## config.mk

```make
export PLATFORM = sky130hd
export DESIGN_NAME = tws_top
export DESIGN_NICKNAME = d
export VERILOG_FILES = /design/src/logic/tws_pkg.sv /design/src/logic/tws_ps_if.sv /design/src/logic/tws_prescaler.sv /design/src/logic/tws_watchdog.sv /design/src/logic/tws_top.sv
export VERILOG_INCLUDE_DIRS = /design/src /design/src/logic
export SDC_FILE = /design/constraint.sdc
export NUM_CORES = 1
export LEC_CHECK = 0
export ABC_AREA = 1
export BUFFER_PORTS_ARGS = -buffer_cell sky130_fd_sc_hd__buf_2
export CAP_MARGIN = 0
export CELL_PAD_IN_SITES_DETAIL_PLACEMENT = 1
export CELL_PAD_IN_SITES_GLOBAL_PLACEMENT = 2
export CORE_UTILIZATION = 29
export DETAILED_ROUTE_END_ITERATION = 10
export PLACE_DENSITY = 0.86
export RECOVER_POWER = 100
export REMOVE_ABC_BUFFERS = 1
export SLEW_MARGIN = 10
export SYNTH_ARGS = -nofsm -noshare
export SYNTH_HDL_FRONTEND = slang
export SYNTH_SLANG_ARGS = --single-unit
```

## constraint.sdc

```tcl
create_clock -name core_clk -period 2.6 [get_ports core_clk]
set_clock_uncertainty 0.2 [all_clocks]
set_input_delay 0.26 -clock core_clk [delete_from_list [all_inputs] [get_ports core_clk]]
set_output_delay 0.26 -clock core_clk [all_outputs]
set_load 0.05 [all_outputs]
```

## src/logic/tws_defs.svh

```systemverilog
// Constants for the timer, watchdog, interrupt and sleep unit
// Notes on behaviour
// - Timer mode: tick count increments each instruction cycle without prescaler.
// - Writing tick count suppresses counting for the next two instruction cycles.
// - Counter mode: tick count increments on selected external count pin edges.
// - Watchdog runs in sleep too; expiry resets device, clears expired flag.
// - Clearing watchdog enable stops the watchdog.
// - Watchdog expires after 18 ms, times prescaler ratio up to 1:128.
// - Watchdog clear zeroes watchdog, loads its assigned prescaler with all ones; no reset follows.
// - Power-down also restarts watchdog and its assigned prescaler.
// - One 8-bit down prescaler serves timer or watchdog, chosen by target bit.
// - Tick count writes clear timer prescaler; prescaler is not software visible.
// - Only reset_n and a prescaler clear load the prescaler with all ones; a watchdog reset leaves it as it is.
// - Global enable passes unmasked requests; source enables are independent.
// - Taken request clears global enable and vectors to 008h.
// - Return from handler sets global enable again.
// - Flags except port change set unmasked; flag reads return flags AND enables.
// - Software interrupt instruction vectors to 002h.
// - Selected edge on external request pin sets external flag.
// - Tick count wrap FFh to 00h sets overflow flag.
// - Eligible port B pin change sets port change flag.
// - Power-down clears powerdown flag, sets expired flag, zeroes watchdog.
// - Enabled external or port change request wakes; vector only if global set.
// - Wake-up waits 18 ms plus 128 instruction cycles before resuming.
// - Ratio code gives timer 1:2 to 1:256, watchdog 1:1 to 1:128.
// - Prescaler target 1 selects watchdog, 0 selects timer.
// - Count edge select 1 counts falling edges, 0 rising edges.
// - Edge select 1 triggers on rising edges, 0 on falling edges.
`ifndef TWS_DEFS_SVH
`define TWS_DEFS_SVH
// ==========
// Register byte offsets
`define TWS_OFF_TICK 8'h00
`define TWS_OFF_OPT 8'h04
`define TWS_OFF_STAT 8'h08
`define TWS_OFF_PCTL 8'h0C
`define TWS_OFF_WAKE 8'h10
`define TWS_OFF_MASK 8'h14
`define TWS_OFF_FLAG 8'h18
`define TWS_OFF_PDIR 8'h1C
`define TWS_OFF_PDAT 8'h20
`define TWS_OFF_CMD 8'h24
// ==========
// Reset values
`define TWS_OPT_RST 7'h3F
`define TWS_PCTL_RST 2'h2
`define TWS_WAKE_RST 8'h00
`define TWS_MASK_RST 8'h00
`define TWS_FLAG_RST 3'h0
`define TWS_PDIR_RST 8'hFF
`define TWS_PS_ONES 8'hFF
`define TWS_MASK_IMPL 8'h87
`define TWS_TICK_MAX 8'hFF
// ==========
// Field positions
`define TWS_OPT_EXT_EDGE 6
`define TWS_OPT_SRC 5
`define TWS_OPT_CEDGE 4
`define TWS_OPT_PSA 3
`define TWS_OPT_RATIO 2:0
`define TWS_PCTL_WDE 1
`define TWS_PCTL_EIS 0
`define TWS_IRQ_GIE 7
`define TWS_IRQ_EXT 2
`define TWS_IRQ_PC 1
`define TWS_IRQ_OVF 0
`define TWS_CMD_WDCLR 0
`define TWS_CMD_SLEEP 1
`define TWS_CMD_RFH 2
`define TWS_CMD_SWI 3
// ==========
// Vectors and timing
`define TWS_VEC_IRQ 12'h008
`define TWS_VEC_SWI 12'h002
`define TWS_CLK_NS 10
`define TWS_WDT_NS 18000000
`define TWS_WDT_CYC (`TWS_WDT_NS / `TWS_CLK_NS)
`define TWS_OST_CYC 128
`define TWS_WAKE_CYC (`TWS_WDT_CYC + `TWS_OST_CYC)
`define TWS_INHIBIT 2'd2
`define TWS_DLY_W 21
`endif

```

## src/logic/tws_pkg.sv

```systemverilog
// Types shared by the timer, watchdog, interrupt and sleep unit
package tws_pkg;
  typedef enum logic [1:0] {TWS_RUN, TWS_SLEEP, TWS_WAKE} tws_pwr_e;
endpackage : tws_pkg

```

## src/logic/tws_ps_if.sv

```systemverilog
// Link between the unit and its shared prescaler
`timescale 1ns/10ps
interface tws_ps_if;
  logic in_pulse;
  logic clear;
  logic to_wdt;
  logic [2:0] ratio;
  logic out_pulse;
  modport ctl (output in_pulse, output clear, output to_wdt, output ratio, input out_pulse);
  modport ps (input in_pulse, input clear, input to_wdt, input ratio, output out_pulse);
endinterface : tws_ps_if

```

## src/logic/tws_prescaler.sv

```systemverilog
// Shared 8-bit down-counting prescaler
`timescale 1ns/10ps
`include "tws_defs.svh"
module tws_prescaler (
  input wire logic core_clk, // Instruction clock
  input wire logic reset_n, // Async reset, active low
  tws_ps_if.ps ps // Control and output pulse
);
  logic [7:0] cnt_reg;
  // Timer divides by 2^(code+1), watchdog by 2^code
  wire [3:0] shift = ps.to_wdt ? {1'b0, ps.ratio} : 4'({1'b0, ps.ratio} + 4'h1);
  wire [8:0] span = 9'(9'h001 << shift);
  wire [7:0] low_mask = 8'(span - 9'h001);
  assign ps.out_pulse = ps.in_pulse && !ps.clear && ((cnt_reg & low_mask) == 8'h00);

  always_ff @(posedge core_clk or negedge reset_n) begin
    if (!reset_n) begin
      cnt_reg <= `TWS_PS_ONES;
    end else if (ps.clear) begin
      cnt_reg <= `TWS_PS_ONES;
    end else if (ps.in_pulse) begin
      cnt_reg <= cnt_reg - 8'h01;
    end
  end

  a_ps_clear_ones: assert property (
    @(posedge core_clk) disable iff (!reset_n) ps.clear |=> cnt_reg == `TWS_PS_ONES)
    else $error("prescaler not all ones after clear");
endmodule : tws_prescaler

```

## src/logic/tws_watchdog.sv

```systemverilog
// Watchdog base period counter on the instruction clock
`timescale 1ns/10ps
`include "tws_defs.svh"
module tws_watchdog #(
  parameter int unsigned PERIOD_CYC = `TWS_WDT_CYC // Base period in clocks
) (
  input wire logic core_clk, // Instruction clock
  input wire logic reset_n, // Async reset, active low
  input wire logic enable, // Watchdog enable
  input wire logic clear, // Zero the counter
  output logic base_pulse // One pulse per base period
);
  logic [`TWS_DLY_W-1:0] cnt_reg;
  wire at_end = cnt_reg == `TWS_DLY_W'(PERIOD_CYC - 1);
  // Kept running in sleep: only the enable bit stops it
  assign base_pulse = enable && !clear && at_end;

  always_ff @(posedge core_clk or negedge reset_n) begin
    if (!reset_n) begin
      cnt_reg <= '0;
    end else if (clear || (enable && at_end)) begin
      cnt_reg <= '0;
    end else if (enable) begin
      cnt_reg <= cnt_reg + `TWS_DLY_W'(1);
    end
  end

  a_wdt_stopped: assert property (
    @(posedge core_clk) disable iff (!reset_n) !enable && !clear |=> $stable(cnt_reg))
    else $error("watchdog counted while disabled");
  a_wdt_cleared: assert property (
    @(posedge core_clk) disable iff (!reset_n) clear |=> cnt_reg == '0 && !base_pulse)
    else $error("watchdog not zeroed by clear");
endmodule : tws_watchdog

```

## src/logic/tws_top.sv

```systemverilog
// Timer, watchdog, interrupt and sleep unit with AHB-Lite registers
`timescale 1ns/10ps
`include "tws_defs.svh"
module tws_top #(
  parameter int unsigned WDT_PERIOD_CYC = `TWS_WDT_CYC, // Watchdog base period
  parameter int unsigned WAKE_DELAY_CYC = `TWS_WAKE_CYC // Wake-up hold-off
) (
  input wire logic core_clk, // Instruction clock, 100 MHz
  input wire logic reset_n, // Async reset, active low
  input wire logic hsel, // Slave select
  input wire logic [31:0] haddr, // Byte address
  input wire logic [1:0] htrans, // Transfer type
  input wire logic hwrite, // Write when high
  input wire logic [2:0] hsize, // Word only
  input wire logic [31:0] hwdata, // Write data
  input wire logic hready, // Bus ready
  output logic hreadyout, // Slave ready
  output logic [31:0] hrdata, // Read data
  output logic hresp, // Always OKAY
  input wire logic ext_count_pin, // External count input
  input wire logic [7:0] port_b_pins, // Port B input levels
  output logic vector_req, // Fetch from vector, one pulse
  output logic [11:0] vector_addr, // Vector address
  output logic osc_stop, // Oscillator driver off
  output logic cpu_hold, // Core and pins held
  output logic wdt_reset // Watchdog reset pulse
);
  // ==========
  // Bus slave
  logic wr_pend_reg;
  logic rd_pend_reg;
  logic hit_reg;
  logic [7:0] addr_reg;
  logic hreadyout_reg;
  logic [31:0] hrdata_reg;
  logic hresp_reg;
  logic [7:0] rd_byte;

  wire addr_phase = hsel && hready && htrans[1];
  wire addr_hit = haddr[31:8] == 24'h00_0000 && haddr[1:0] == 2'b00;

  // Reads take one wait state so a write just before is seen
  always_ff @(posedge core_clk or negedge reset_n) begin
    if (!reset_n) begin
      wr_pend_reg <= 1'b0;
      rd_pend_reg <= 1'b0;
      hit_reg <= 1'b0;
      addr_reg <= 8'h00;
      hreadyout_reg <= 1'b1;
      hrdata_reg <= 32'h0000_0000;
      hresp_reg <= 1'b0;
    end else begin
      wr_pend_reg <= addr_phase && hwrite;
      rd_pend_reg <= addr_phase && !hwrite;
      hreadyout_reg <= !(addr_phase && !hwrite);
      hresp_reg <= 1'b0;
      if (addr_phase) begin
        addr_reg <= haddr[7:0];
        hit_reg <= addr_hit;
      end
      if (rd_pend_reg) begin
        hrdata_reg <= hit_reg ? {24'h00_0000, rd_byte} : 32'h0000_0000;
      end
    end
  end

  assign hreadyout = hreadyout_reg;
  assign hrdata = hrdata_reg;
  assign hresp = hresp_reg;

  wire wr_ok = wr_pend_reg && hit_reg;
  wire rd_ok = rd_pend_reg && hit_reg;
  wire [7:0] wdat = hwdata[7:0];
  wire wr_tick = wr_ok && addr_reg == `TWS_OFF_TICK;
  wire wr_opt = wr_ok && addr_reg == `TWS_OFF_OPT;
  wire wr_pctl = wr_ok && addr_reg == `TWS_OFF_PCTL;
  wire wr_wake = wr_ok && addr_reg == `TWS_OFF_WAKE;
  wire wr_mask = wr_ok && addr_reg == `TWS_OFF_MASK;
  wire wr_flag = wr_ok && addr_reg == `TWS_OFF_FLAG;
  wire wr_pdir = wr_ok && addr_reg == `TWS_OFF_PDIR;
  wire wr_cmd = wr_ok && addr_reg == `TWS_OFF_CMD;
  wire pdat_acc = (wr_ok || rd_ok) && addr_reg == `TWS_OFF_PDAT;

  // ==========
  // Control registers
  logic [6:0] option_reg;
  logic [1:0] power_ctrl_reg;
  logic [7:0] wake_enable_reg;
  logic [7:0] port_b_dir_reg;
  logic [7:0] irq_mask_reg;
  logic [2:0] irq_flag_reg;
  logic [7:0] tick_count_reg;
  logic wdt_expired_n_reg;
  logic powerdown_flag_n_reg;
  tws_pkg::tws_pwr_e pwr_reg;
  tws_pkg::tws_pwr_e pwr_next;
  logic wdt_expire;

  wire opt_psa = option_reg[`TWS_OPT_PSA];
  wire eis = power_ctrl_reg[`TWS_PCTL_EIS];
  wire run = pwr_reg == tws_pkg::TWS_RUN;
  wire cmd_wdclr = wr_cmd && wdat[`TWS_CMD_WDCLR];
  wire cmd_sleep = wr_cmd && wdat[`TWS_CMD_SLEEP] && run;
  wire cmd_rfh = wr_cmd && wdat[`TWS_CMD_RFH];
  wire cmd_swi = wr_cmd && wdat[`TWS_CMD_SWI];

  always_comb begin
    case (addr_reg)
      `TWS_OFF_TICK: rd_byte = tick_count_reg;
      `TWS_OFF_OPT: rd_byte = {1'b0, option_reg};
      `TWS_OFF_STAT: rd_byte = {3'b000, wdt_expired_n_reg, powerdown_flag_n_reg, 3'b000};
      `TWS_OFF_PCTL: rd_byte = {power_ctrl_reg, 6'h00};
      `TWS_OFF_WAKE: rd_byte = wake_enable_reg;
      `TWS_OFF_MASK: rd_byte = irq_mask_reg;
      `TWS_OFF_FLAG: rd_byte = {5'h00, irq_flag_reg & irq_mask_reg[2:0]};
      `TWS_OFF_PDIR: rd_byte = port_b_dir_reg;
      `TWS_OFF_PDAT: rd_byte = port_b_pins;
      default: rd_byte = 8'h00;
    endcase
  end

  // Watchdog expiry is a device reset for everything it governs
  always_ff @(posedge core_clk or negedge reset_n) begin
    if (!reset_n) begin
      option_reg <= `TWS_OPT_RST;
      power_ctrl_reg <= `TWS_PCTL_RST;
      wake_enable_reg <= `TWS_WAKE_RST;
      port_b_dir_reg <= `TWS_PDIR_RST;
    end else if (wdt_expire) begin
      option_reg <= `TWS_OPT_RST;
      power_ctrl_reg <= `TWS_PCTL_RST;
      wake_enable_reg <= `TWS_WAKE_RST;
      port_b_dir_reg <= `TWS_PDIR_RST;
    end else begin
      if (wr_opt) begin
        option_reg <= wdat[6:0];
      end
      if (wr_pctl) begin
        power_ctrl_reg <= wdat[7:6];
      end
      if (wr_wake) begin
        wake_enable_reg <= wdat;
      end
      if (wr_pdir) begin
        port_b_dir_reg <= wdat;
      end
    end
  end

  // Reset-cause flags survive the watchdog reset they report
  always_ff @(posedge core_clk or negedge reset_n) begin
    if (!reset_n) begin
      wdt_expired_n_reg <= 1'b1;
      powerdown_flag_n_reg <= 1'b1;
    end else if (wdt_expire) begin
      wdt_expired_n_reg <= 1'b0;
    end else if (cmd_sleep) begin
      wdt_expired_n_reg <= 1'b1;
      powerdown_flag_n_reg <= 1'b0;
    end else if (cmd_wdclr) begin
      wdt_expired_n_reg <= 1'b1;
      powerdown_flag_n_reg <= 1'b1;
    end
  end

  // ==========
  // Tick counter and prescaler
  tws_ps_if ps_bus ();
  logic ext_prev_reg;
  logic [1:0] inhibit_reg;
  logic wdt_base;

  wire ext_rise = ext_count_pin && !ext_prev_reg;
  wire ext_fall = !ext_count_pin && ext_prev_reg;
  wire cnt_edge = option_reg[`TWS_OPT_CEDGE] ? ext_fall : ext_rise;
  wire src_pulse = option_reg[`TWS_OPT_SRC] ? cnt_edge : 1'b1;
  wire tick_src = opt_psa ? src_pulse : ps_bus.out_pulse;
  // A write in the same cycle wins over the increment, so no false wrap
  wire tick_inc = tick_src && run && inhibit_reg == 2'd0 && !wr_tick;
  wire tick_ovf = tick_inc && tick_count_reg == `TWS_TICK_MAX;

  assign ps_bus.to_wdt = opt_psa;
  assign ps_bus.ratio = option_reg[`TWS_OPT_RATIO];
  assign ps_bus.in_pulse = opt_psa ? wdt_base : src_pulse && run;
  assign ps_bus.clear = opt_psa ? (cmd_wdclr || cmd_sleep) : wr_tick;
  assign wdt_expire = opt_psa ? ps_bus.out_pulse : wdt_base;

  tws_prescaler u_ps (
    .core_clk(core_clk),
    .reset_n(reset_n),
    .ps(ps_bus.ps)
  );

  tws_watchdog #(
    .PERIOD_CYC(WDT_PERIOD_CYC)
  ) u_wdt (
    .core_clk(core_clk),
    .reset_n(reset_n),
    .enable(power_ctrl_reg[`TWS_PCTL_WDE]),
    .clear(cmd_wdclr || cmd_sleep),
    .base_pulse(wdt_base)
  );

  always_ff @(posedge core_clk or negedge reset_n) begin
    if (!reset_n) begin
      ext_prev_reg <= 1'b0;
      inhibit_reg <= 2'd0;
      tick_count_reg <= 8'h00;
    end else begin
      ext_prev_reg <= ext_count_pin;
      if (wr_tick) begin
        tick_count_reg <= wdat;
        inhibit_reg <= `TWS_INHIBIT;
      end else begin
        if (tick_inc) begin
          tick_count_reg <= tick_count_reg + 8'h01;
        end
        if (inhibit_reg != 2'd0 && run) begin
          inhibit_reg <= inhibit_reg - 2'd1;
        end
      end
    end
  end

  // ==========
  // Request flags
  logic pb0_prev_reg;
  logic [7:0] pb_ref_reg;
  logic [7:0] pc_diff;

  wire pb0_rise = port_b_pins[0] && !pb0_prev_reg;
  wire pb0_fall = !port_b_pins[0] && pb0_prev_reg;
  wire ext_edge = option_reg[`TWS_OPT_EXT_EDGE] ? pb0_rise : pb0_fall;
  wire ext_valid = eis && ext_edge;

  genvar gi;
  generate
    for (gi = 0; gi < 8; gi++) begin : g_pc
      wire excl = (gi == 0) ? eis : 1'b0;
      assign pc_diff[gi] = wake_enable_reg[gi] && port_b_dir_reg[gi] && !excl &&
                           (port_b_pins[gi] != pb_ref_reg[gi]);
    end
  endgenerate

  wire pc_set = (|pc_diff) && irq_mask_reg[`TWS_IRQ_PC];
  wire [2:0] flag_set = {ext_valid, pc_set, tick_ovf};
  wire [2:0] flag_kept = wr_flag ? wdat[2:0] : irq_flag_reg;

  always_ff @(posedge core_clk or negedge reset_n) begin
    if (!reset_n) begin
      pb0_prev_reg <= 1'b0;
      pb_ref_reg <= 8'h00;
      irq_flag_reg <= `TWS_FLAG_RST;
    end else begin
      pb0_prev_reg <= port_b_pins[0];
      if (pdat_acc) begin
        pb_ref_reg <= port_b_pins;
      end
      if (wdt_expire) begin
        irq_flag_reg <= `TWS_FLAG_RST;
      end else begin
        irq_flag_reg <= flag_set | flag_kept; // Set beats a same-cycle clear
      end
    end
  end

  // ==========
  // Global enable and vectoring
  logic swi_pend_reg;
  logic vector_req_reg;
  logic [11:0] vector_addr_reg;

  wire irq_pending = |(irq_flag_reg & irq_mask_reg[2:0]);
  wire irq_take = run && irq_mask_reg[`TWS_IRQ_GIE] && irq_pending;

  always_ff @(posedge core_clk or negedge reset_n) begin
    if (!reset_n) begin
      irq_mask_reg <= `TWS_MASK_RST;
    end else if (wdt_expire) begin
      irq_mask_reg <= `TWS_MASK_RST;
    end else begin
      if (wr_mask) begin
        irq_mask_reg <= wdat & `TWS_MASK_IMPL;
      end
      if (cmd_rfh) begin
        irq_mask_reg[`TWS_IRQ_GIE] <= 1'b1;
      end
      if (irq_take) begin
        irq_mask_reg[`TWS_IRQ_GIE] <= 1'b0;
      end
    end
  end

  // Hardware request goes first; a software request waits one turn
  always_ff @(posedge core_clk or negedge reset_n) begin
    if (!reset_n) begin
      swi_pend_reg <= 1'b0;
      vector_req_reg <= 1'b0;
      vector_addr_reg <= 12'h000;
    end else if (wdt_expire) begin
      swi_pend_reg <= 1'b0;
      vector_req_reg <= 1'b0;
    end else begin
      vector_req_reg <= 1'b0;
      if (cmd_swi) begin
        swi_pend_reg <= 1'b1;
      end
      if (irq_take) begin
        vector_req_reg <= 1'b1;
        vector_addr_reg <= `TWS_VEC_IRQ;
      end else if (swi_pend_reg && run) begin
        vector_req_reg <= 1'b1;
        vector_addr_reg <= `TWS_VEC_SWI;
        swi_pend_reg <= cmd_swi;
      end
    end
  end

  assign vector_req = vector_req_reg;
  assign vector_addr = vector_addr_reg;

  // ==========
  // Power-down sequencing
  logic [`TWS_DLY_W-1:0] wake_cnt_reg;
  logic osc_stop_reg;
  logic cpu_hold_reg;
  logic wdt_reset_reg;

  wire wake_req = (irq_flag_reg[`TWS_IRQ_EXT] && irq_mask_reg[`TWS_IRQ_EXT]) ||
                  (irq_flag_reg[`TWS_IRQ_PC] && irq_mask_reg[`TWS_IRQ_PC]);

  always_comb begin
    pwr_next = pwr_reg;
    case (pwr_reg)
      tws_pkg::TWS_RUN: begin
        if (cmd_sleep) begin
          pwr_next = tws_pkg::TWS_SLEEP;
        end
      end
      tws_pkg::TWS_SLEEP: begin
        if (wake_req) begin
          pwr_next = tws_pkg::TWS_WAKE;
        end
      end
      tws_pkg::TWS_WAKE: begin
        if (wake_cnt_reg == '0) begin
          pwr_next = tws_pkg::TWS_RUN;
        end
      end
      default: pwr_next = tws_pkg::TWS_RUN;
    endcase
  end

  always_ff @(posedge core_clk or negedge reset_n) begin
    if (!reset_n) begin
      pwr_reg <= tws_pkg::TWS_RUN;
      wake_cnt_reg <= '0;
      osc_stop_reg <= 1'b0;
      cpu_hold_reg <= 1'b0;
      wdt_reset_reg <= 1'b0;
    end else begin
      pwr_reg <= wdt_expire ? tws_pkg::TWS_RUN : pwr_next;
      osc_stop_reg <= !wdt_expire && pwr_next == tws_pkg::TWS_SLEEP;
      cpu_hold_reg <= !wdt_expire && pwr_next != tws_pkg::TWS_RUN;
      wdt_reset_reg <= wdt_expire;
      if (pwr_reg == tws_pkg::TWS_SLEEP) begin
        wake_cnt_reg <= `TWS_DLY_W'(WAKE_DELAY_CYC - 1);
      end else if (wake_cnt_reg != '0) begin
        wake_cnt_reg <= wake_cnt_reg - `TWS_DLY_W'(1);
      end
    end
  end

  assign osc_stop = osc_stop_reg;
  assign cpu_hold = cpu_hold_reg;
  assign wdt_reset = wdt_reset_reg;

  // ==========
  // Checks
  a_tick_hold: assert property (
    @(posedge core_clk) disable iff (!reset_n) wr_tick |=> !tick_inc [*2])
    else $error("tick count moved within two cycles of a write");
  a_ovf_flag: assert property (
    @(posedge core_clk) disable iff (!reset_n)
    tick_ovf && !wdt_expire |=> irq_flag_reg[`TWS_IRQ_OVF] && tick_count_reg == 8'h00)
    else $error("wrap did not set overflow flag");
  a_irq_vector: assert property (
    @(posedge core_clk) disable iff (!reset_n) irq_take && !wdt_expire |=>
    vector_req && vector_addr == `TWS_VEC_IRQ && !irq_mask_reg[`TWS_IRQ_GIE])
    else $error("request not vectored to 008h");
  a_rfh_global: assert property (
    @(posedge core_clk) disable iff (!reset_n)
    cmd_rfh && !irq_take && !wdt_expire |=> irq_mask_reg[`TWS_IRQ_GIE])
    else $error("return did not set global enable");
  a_sleep_flags: assert property (
    @(posedge core_clk) disable iff (!reset_n) cmd_sleep && !wdt_expire |=>
    !powerdown_flag_n_reg && wdt_expired_n_reg && osc_stop && cpu_hold)
    else $error("sleep entry flags wrong");
  a_wdt_reset: assert property (
    @(posedge core_clk) disable iff (!reset_n) wdt_expire |=>
    wdt_reset && !wdt_expired_n_reg && irq_mask_reg == `TWS_MASK_RST ##1 !wdt_reset)
    else $error("watchdog expiry did not reset");
  a_flag_read: assert property (
    @(posedge core_clk) disable iff (!reset_n) rd_ok && addr_reg == `TWS_OFF_FLAG |=>
    hrdata[2:0] == ($past(irq_flag_reg) & $past(irq_mask_reg[2:0])) && hreadyout)
    else $error("flag read not masked");
  a_ext_flag: assert property (
    @(posedge core_clk) disable iff (!reset_n)
    ext_valid && !wdt_expire |=> irq_flag_reg[`TWS_IRQ_EXT])
    else $error("external edge lost");
  a_wake_start: assert property (
    @(posedge core_clk) disable iff (!reset_n)
    pwr_reg == tws_pkg::TWS_SLEEP && wake_req && !wdt_expire |=>
    pwr_reg == tws_pkg::TWS_WAKE && !osc_stop && cpu_hold)
    else $error("enabled request did not wake");
endmodule : tws_top

```

### Word-level counts from Yosys, hierarchy flattened

Cells that the tools add are included.

| storage, ports and cells | value |
|---|---|
| register bits after elaboration | 171 |
| bits of input ports | 83 |
| word-level logic and storage cells | 221 |

| operators by class | value |
|---|---|
| add/subtract/negate cells | 7 |
| equality and inequality tests | 22 |
| shifts and indexed selects | 1 |
| mux-type cells | 52 |
| bitwise operators | 4 |
| reduce and logical (&&, ||, !) cells | 105 |

Operator list:

| operator | count |
|---|---|
| $mux W8 | 11 |
| $mux W21 | 4 |
| $pmux W8 S9 | 1 |
| $logic_and A1 B1 Y1 | 62 |
| $eq A8 B5 Y1 const B | 4 |
| $reduce_bool A2 Y1 | 14 |
| $logic_not A24 Y1 | 1 |
| $mux W12 | 2 |
| $add A21 B1 Y21 const B | 1 |
| $eq A21 B21 Y1 const B | 1 |
| $logic_not A21 Y1 | 1 |
| $reduce_bool A21 Y1 | 1 |
| $sub A21 B1 Y21 const B | 1 |
| $mux W1 | 20 |
| $eq A8 B4 Y1 const B | 2 |
| $eq A8 B6 Y1 const B | 2 |
| $logic_not A8 Y1 | 2 |
| $mux W2 | 8 |
| $sub A8 B1 Y8 const B | 2 |
| $mux W7 | 2 |
| $logic_not A1 Y1 | 11 |
| $add A8 B1 Y8 const B | 1 |
| $and A8 B8 Y8 | 1 |
| $eq A8 B3 Y1 const B | 1 |
| 20 further kinds | 35 |

### Logic depth before layout (Yosys ltp)

Gate-level depths: netlist (run 1).

| logic depth | value |
|---|---|
| word-level depth | 18 |
| mapped depth | 20 |
| depth with buffers taken out | 19 |

### Cells and area by module

From an unflattened synthesis (run 1), not the netlist that was laid out.

| unflattened totals | value |
|---|---|
| cell total of the unflattened synthesis | 1136 |
| area total of the unflattened synthesis | 8285.4 sq um |

Modules (own cells, without submodules):

| module | instances | cells an instance | area an instance (sq um) | seq. area each (sq um) |
|---|---|---|---|---|
| tws_top | 1 | 816 | 6130.9 | 2625.0 |
| tws_watchdog | 1 | 203 | 1408.9 | 525.5 |
| tws_prescaler | 1 | 117 | 745.7 | 210.2 |

### Worst setup path after synthesis (run 1)

OpenSTA, ideal clock, no wires.

| timing | value |
|---|---|
| path kind | register to register |
| start | register option_reg[0] |
| end | register option_reg[6] |
| setup time | 0.122 ns |
| arrival time | 2.350 ns |
| path slack | -0.072 ns |
| cell stages (with the launch flop) | 19 |
| path buffers | 1 |
| path through | dfstp_2 -> ha_1 -> inv_1 -> nand2_1 -> o21ai_2 -> nand2_1 -> inv_2 -> nand3_2 -> ha_1 -> o21bai_1 -> nand3_1 -> nand2_1 -> nor2_1 -> nand4_1 -> nand2_4 -> nor2_2 -> buf_6 -> nand2_1 -> o21ai_1 |

| between the ends | value |
|---|---|
| longest elaborated chain between the ends | 9 |
| elaborated cells between the ends (all ways) | 10 |

Ends and longest elaborated chain:

| item | RTL line | RTL |
|---|---|---|
| start, declared | tws_top.sv:86 | `logic [6:0] option_reg;` |
| start signal, assigned | tws_top.sv:125 | `` option_reg <= `TWS_OPT_RST; `` |
| start signal, assigned | tws_top.sv:130 | `` option_reg <= `TWS_OPT_RST; `` |
| start signal, assigned | tws_top.sv:136 | `option_reg <= wdat[6:0];` |
| $add A3 B1 Y4 | tws_prescaler.sv:11 | `wire [3:0] shift = ps.to_wdt ? {1'b0, ps.ratio} : 4'({1'b0, ps.ratio} + 4'h1);` |
| $mux W4 * | tws_prescaler.sv:11 |  |
| $shl A1 B4 Y8 * | tws_prescaler.sv:12 | `wire [8:0] span = 9'(9'h001 << shift);` |
| $sub A8 B1 Y8 * | tws_prescaler.sv:13 | `wire [7:0] low_mask = 8'(span - 9'h001);` |
| $and A8 B8 Y8 * | tws_prescaler.sv:14 | `assign ps.out_pulse = ps.in_pulse && !ps.clear && ((cnt_reg & low_mask) == 8'h00);` |
| $logic_not A8 Y1 * | tws_prescaler.sv:14 |  |
| $logic_and A1 B1 Y1 * | tws_prescaler.sv:14 |  |
| $mux W1 * | tws_top.sv:186 | `assign wdt_expire = opt_psa ? ps_bus.out_pulse : wdt_base;` |
| $mux W7 or $reduce_bool A2 Y1 (tied branches) | -- |  |

Every way passes the cells marked *; elsewhere a longest branch is shown, timed or not.
A chain may end at the register's enable or synchronous reset.

### Worst setup path after layout (run 1)

| timing | value |
|---|---|
| start | register option_reg[1] |
| end | register port_b_dir_reg[2] |

| between the ends | value |
|---|---|
| longest elaborated chain between the ends | 9 |
| elaborated cells between the ends (all ways) | 10 |

Ends and longest elaborated chain:

| item | RTL line | RTL |
|---|---|---|
| $add A3 B1 Y4 | tws_prescaler.sv:11 |  |
| $mux W4 * | tws_prescaler.sv:11 |  |
| $shl A1 B4 Y8 * | tws_prescaler.sv:12 |  |
| $sub A8 B1 Y8 * | tws_prescaler.sv:13 |  |
| $and A8 B8 Y8 * | tws_prescaler.sv:14 |  |
| $logic_not A8 Y1 * | tws_prescaler.sv:14 |  |
| $logic_and A1 B1 Y1 * | tws_prescaler.sv:14 |  |
| $mux W1 * | tws_top.sv:186 |  |
| $mux W8 or $reduce_bool A2 Y1 (tied branches) | -- |  |
| end signal, assigned | tws_top.sv:128 | `` port_b_dir_reg <= `TWS_PDIR_RST; `` |
| end signal, assigned | tws_top.sv:133 | `` port_b_dir_reg <= `TWS_PDIR_RST; `` |
| end signal, assigned | tws_top.sv:145 | `port_b_dir_reg <= wdat;` |
| end, declared | tws_top.sv:89 | `logic [7:0] port_b_dir_reg;` |

Marks and branches as above.

==> results.ini, run 1 <==
[sta]
post-route-period-util_pct=108.0
slew_headroom_pct=-11.96
rsz0062_at_grt=yes
maxClockFrequency_ghz=0.3561
hold_viol=0
worst_pin_slew_ns=1.679
hold_ws_ns=0.07041
setup_viol_count_final=56
min_period_ns=2.808
worst_slack_ns=-0.2084
maxSlewViolCount=64

[pwr]
internal_power_uw=3760
power.share.clock_pct=49.4
sw_frac_of_total_pct=28.85
p_seq_share_pct=41.1
power.density_nw_per_um2=519.7
leakage_uw=0.004926
max-vdd-ir-drop_v=0.0003951
switching_power_uw=1525
pwr-share-comb_pct=9.5

[finish]
fillers=3089
diodes=0
multi_input_area_um2=3920
num-nets-final=1270
regArea_um2=3361
drive_above_1_share_pct=26.91
instances_no_fill=1523
areaGrowthSynthToFinish_pct=33.49
post-route-util_pct=39.92

[job]
max_cap_viol_count=1

[clocking]
root_buffer=clkbuf_16
htreeDepth=4
cts.sinks=133
path_clk_slew_ns=0.07
clockBufferDepth=2
numCtsBuffers=17
worstSkewPairLatency_ns=0.43
tritoncts=built

[outcome]
violations=max-capacitance violations, max-slew violations, negative setup slack
status=finished with violations

[placement]
place_inst=1444
pre_cts_slack_ns=-0.4069
routabilityCongestion=0.8092
dp_hpwl_mm=17.94
port_buffers=69

[detailed_routing]
drt_pre_antenna_iters=4
wl_per_cell_um=16.21
first_iter_violations=400
vias=7437
wirelength_mm=24.69
remaining_drc_errors=0
antenna_left=0
vias_per_cell=4.883

[logic_synthesis]
ys_seq_elements=133
synth_cells=992
ys_seq_area_share_pct=44.12
synth_top_area_cell=dfrtp_1
ys_types=50
synth_edf_count=0
synth.area.top_cells=dfrtp_1 (35%), nand2_1 (9.8%), dfstp_2 (9.0%)
syn_area_um2=7617
synth_top_cell_area_share_pct=35.15
synthFlopType=dfrtp_1
async_flop_share_pct=100.0
avgSynthCellArea_um2=7.679
yosysWarnings=0

[floorplan]
fp.dieW_um=164.1
die_area_um2=26920
die_y_um=164.1
io_pins=133
num_rows=58
core_um2=25470
start_util_pct=29.90

[grt]
grt_util_all_layers_pct=19.32
grt_pass1_wl_mm=40.72
grt_pass1_vias=7983
grt_overflow_total=0
grt_max_degree=64
antenna_found_initial=1

[critical_path]
cp.arrival_ns=2.97
required_ns=2.76
crit_chain=ha_4 -> inv_2 -> nand2_2 -> o21ai_2 -> nand2_2 -> inv_2 -> nand3_4 -> ha_4 -> o21bai_4 -> nand3_2 -> nand2_2 -> nor2_4 -> nand4_1 -> nand2_4 -> buf_12 -> nor2_4 -> clkbuf_16 -> nand2_2 -> o21ai_2
cp-end-kind=flip-flop
critPathMaxStageDelay_ns=0.56
cp_top_family=simple AND/OR/NAND/NOR gates
reg2regPathDepth=19
path_buf_inv=4
critPathSlowestCell=dfstp_2
cp_max_fo=5
critPathLaunchType=flip-flop
critical_path_class=reg2reg
crit_cells=19
path_common_cell=nand2_2

[min_path]
hold_path_depth=5
hold_class=in2reg

per-stage QoR:
step           TNS [ns]  instance area (µm²)  power (µW)
5_1_grt          -14.44                10170        5468
3_5_place_dp     -17.99                 8701        2660
6_report         -5.947                10170        5285
3_3_place_gp     -13.78                 8701        2639
2_1_floorplan    -2.605                 7373        2471
4_1_cts          -6.618                 9996        5339
metal layers:
| layer | track usage [%] | part of all wire (%) |
|---|---|---|
| met5 | 0 | 0.049 |
| met4 | 5.850 | 1.8 |
| met3 | 3.081 | 2.7 |
| met2 | 33.97 | 50 |
| met1 | 24.11 | 45 |
final timing paths:
kind	end	slack, ns	startpoint
worst max-delay path	port_b_dir_reg[2]	-0.21	option_reg[1]
worst min-delay path	irq_flag_reg[0]	0.07	hwdata[0]
worst max register to register	port_b_dir_reg[2]	-0.21	option_reg[1]
worst min register to register	port_b_dir_reg[3]	0.29	port_b_dir_reg[3]
max in group asynchronous	u_ps.cnt_reg[5]	0.36	reset_n
min in group asynchronous	wake_cnt_reg[3]	0.61	reset_n
cell usage after synthesis, types with 4 or more instances:
cell type,number
a31oi_1,5
xor2_1,10
o2111ai_1,4
nand2_1,199
nor2_2,7
nand3_2,4
buf_6,6
nand3_1,64
nand4_1,17
dfstp_2,26
nor4_1,14
o211ai_1,7
dfrtp_1,107
inv_1,129
nand2_2,8
ha_1,7
o21ai_2,4
nor3_1,27
nand3b_1,4
inv_2,4
o21ai_0,74
buf_4,35
o21ai_1,24
nor2_1,106
a21oi_1,44
a211oi_1,6
clkbuf_1,7
cell usage in the layout (no fill, tap or decap), drive strengths merged, types with 4 or more instances in the layout:
| cell | netlist | routed |
|---|---|---|
| xor2 | 11 | 11 |
| nand3 | 68 | 68 |
| o2111ai | 4 | 4 |
| dlygate4sd3 | 0 | 31 |
| a31oi | 5 | 5 |
| clkbuf | 7 | 48 |
| o21ai | 102 | 102 |
| dfrtp | 107 | 107 |
| nand3b | 4 | 4 |
| conb | 1 | 35 |
| nor2 | 116 | 117 |
| nor3 | 31 | 31 |
| o211ai | 7 | 7 |
| a211oi | 6 | 6 |
| ha | 7 | 7 |
| dfstp | 26 | 26 |
| nand4 | 17 | 17 |
| inv | 134 | 142 |
| nor4 | 14 | 14 |
| nand2 | 208 | 209 |
| buf | 44 | 123 |
| a21oi | 45 | 45 |
timing repair:
item,CTS,global route
hold buffers,31,0
gates resized for setup,73,64
pin swaps,28,17
endpoints found under the setup margin,63,65
endpoints found under the hold margin,94,0
cloned,2,1
buffers inserted,11,4
cell families after synthesis:
logic type | after synthesis | synth area share [%]
AO/OA/AOI/OAI | 185 | 13.67
multiplexers | 3 | 0.4435
buffers and inverters | 187 | 11.61
AND/OR/NAND/NOR | 462 | 27.25
XOR/XNOR | 14 | 1.708
adder cells (fa/ha/maj) | 7 | 1.150
other | 1 | 0.04923
flip-flops | 133 | 44.12
power groups by stage:
stage                     clock [µW]  combinational (µW)  sequential, µW
after floorplan                    0                 250            2220
after global placement             0                 436            2200
after detailed placement           0                 452            2210
after CTS                       2660                 507            2170
after global routing            2740                 548            2180
final                           2610                 503            2170
final cells by class:
type,instances,share of cell area (%)
Clock buffer,18,4.319
Clock inverter,14,1.784
Inverter,136,5.094
Multi-Input combinational cell,708,38.55
Sequential cell,133,33.05
Tap cell,330,4.061
Timing Repair Buffer,184,13.14
worst register-to-register path, cell delays in order, from the launching register on:
cell	delay, ns
dfstp_2	0.56
ha_4	0.20
inv_2	0.06
nand2_2	0.05
o21ai_2	0.06
nand2_2	0.08
inv_2	0.08
nand3_4	0.08
ha_4	0.19
o21bai_4	0.17
nand3_2	0.07
nand2_2	0.07
nor2_4	0.12
nand4_1	0.15
nand2_4	0.16
buf_12	0.14
nor2_4	0.06
clkbuf_16	0.16
nand2_2	0.06
o21ai_2	0.05
Note: power is estimated with default switching activity, not from simulation.
==> run 2, diff against run 1 <==
Settings changed: CAP_MARGIN 0 to default, CELL_PAD_IN_SITES_DETAIL_PLACEMENT 1 to 0, CELL_PAD_IN_SITES_GLOBAL_PLACEMENT 2 to 1, CORE_ASPECT_RATIO from default to 0.75, CORE_UTILIZATION 29 to 37.
==> run 2 against run 1 <==
Net effect: the flow finishes with violations (negative setup slack); total power decreased by 0.97%; register-to-register slack about the same; sequential power about the same; design area decreased by 3.1%.
==> results.ini, run 2 (same netlist as run 1, synthesis figures left out) <==
[critical_path]
cp.arrival_ns=2.97
critPathSlowestCell=nor3_1
critical_path_class=reg2reg
critPathLaunchType=flip-flop
reg2regPathDepth=10
path_common_cell=nand2_2
reg2reg_to=tick_count_reg[1]
worstSetupStartpoint=addr_reg[6]
crit_chain=inv_1 -> nand2_1 -> nor3_1 -> nand2_2 -> nor2_4 -> buf_4 -> clkinv_1 -> o21ai_0 -> nand2_2 -> o21ai_2
path_buf_inv=3
cp-end-kind=flip-flop
critPathMaxStageDelay_ns=0.62
required_ns=2.76
cp_top_family=simple AND/OR/NAND/NOR gates
cp_max_fo=14
crit_path_end=tick_count_reg[1]
reg2reg_from=addr_reg[6]
ff2ff_setup_slack_ns=-0.20
crit_cells=10

[floorplan]
fp.dieW_um=167.7
core_um2=20210
die_area_um2=21170
die_y_um=126.3
start_util_pct=37.68
io_pins=133
num_rows=45

[grt]
grt_pass1_vias=6924
grt_util_all_layers_pct=21.08
grt_max_degree=56
antenna_found_initial=0
grt_pass1_wl_mm=34.93
grt_overflow_total=0

[pwr]
fin_total_pwr_uw=5234
power.density_nw_per_um2=531.1
pwr-share-comb_pct=9.2
switching_power_uw=1360
internal_power_uw=3874
leakage_uw=0.004867
max-vdd-ir-drop_v=0.0004413
p_seq_share_pct=41.4
sw_frac_of_total_pct=25.98
power.share.clock_pct=49.3

[finish]
num-nets-final=1268
diodes=0
multi_input_area_um2=3755
areaGrowthSynthToFinish_pct=29.37
final_cell_mix=nand2_1 (183), inv_1 (127), dfrtp_1 (107)
regArea_um2=3361
fillers=1948
layout_commonest_cell=nand2_1
stdcell_area_um2=9854
post-route-util_pct=48.75
drive_above_1_share_pct=23.51

[sta]
setup_viol_count_final=60
maxClockFrequency_ghz=0.3566
hold_viol=0
worst_slack_ns=-0.2040
worst_pin_slew_ns=1.323
min_period_ns=2.804
rsz0062_at_grt=yes
maxSlewViolCount=0
slew_headroom_pct=11.78
post-route-period-util_pct=107.8

[clocking]
tritoncts=built
path_clk_slew_ns=0.06
clockBufferDepth=2
htreeDepth=4
root_buffer=clkbuf_16
worstSkewPairLatency_ns=0.44
cts.sinks=133
numCtsBuffers=17

[placement]
port_buffers=69
dp_hpwl_mm=15.65
dpl_cell_area_um2=8583
routabilityCongestion=0.8637
pre_cts_slack_ns=-0.2555

[outcome]
violations=negative setup slack
status=finished with violations

[detailed_routing]
vias=7314
remaining_drc_errors=0
wirelength_mm=21.38
first_iter_violations=649
wl_per_cell_um=14.75
antenna_left=0
drt_pre_antenna_iters=5
vias_per_cell=5.048

[job]
max_cap_viol_count=0

[min_path]
hold_class=in2reg

-- run 2: repair_timing --
action	CTS	global route
pin swaps	18	33
setup buffers	7	6
hold buffers	31	0
setup endpoints to repair	58	63
resized for setup	26	53
endpoints found under the hold margin	93	0
gates cloned	2	1
-- run 2: worst reg2reg max path: stages (launching register included) --
cell and delay, ns:
dfrtp_1 0.37, inv_1 0.07, nand2_1 0.08, nor3_1 0.62, nand2_2 0.16, nor2_4 0.14, buf_4 0.20, clkinv_1 0.38
o21ai_0 0.35, nand2_2 0.09, o21ai_2 0.06
-- run 2: metal layers --
layer  vias up  track usage [%]  wire length (µm)
li1       3593                -                 -
met1      3478            32.02             10770
met2       222            28.41              8519
met3        21            6.223              1860
met4         0            5.882               231
met5         -                0                 0
-- run 2: metrics by stage --
stage / cells / setup TNS (ns) / hold WS [ns]
floorplan: 975 / -2.605 / -0.2356
global placement: 1370 / -6.648 / 0.04372
detailed placement: 1370 / -10.36 / 0.04844
CTS: 1442 / -4.216 / 0.04744
global route: 1449 / -25.38 / 0.06817
finish: 1449 / -7.308 / 0.07305
-- run 2: power by group through the flow --
stage               Clock [µW]  Combinational (µW)  Sequential (µW)
finish                    2580                 483             2170
global route              2700                 527             2170
CTS                       2610                 478             2170
detailed placement           0                 443             2200
global placement             0                 439             2200
floorplan                    0                 250             2220
-- run 2: area by class of cell --
class | instances | share of cell area (%)
clock buffers | 21 | 4.876
well taps | 258 | 3.276
inverters | 136 | 5.231
flip-flops and latches | 133 | 34.10
multi-input cells | 709 | 38.10
repair buffers | 181 | 12.91
clock inverters | 11 | 1.498
-- run 2: how the worst min path moves through the flow --
stage,cells past startpoint,end,slack (ns),startpoint
2_1_floorplan,0,addr_reg[0],-0.24,reset_n
3_3_place_gp,1,pb_ref_reg[2],0.04,reset_n
3_5_place_dp,1,pb_ref_reg[1],0.05,reset_n
4_1_cts,4,irq_flag_reg[1],0.05,hwdata[1]
5_1_grt,4,irq_flag_reg[1],0.07,hwdata[1]
6_report,4,port_b_dir_reg[0],0.07,hwdata[0]
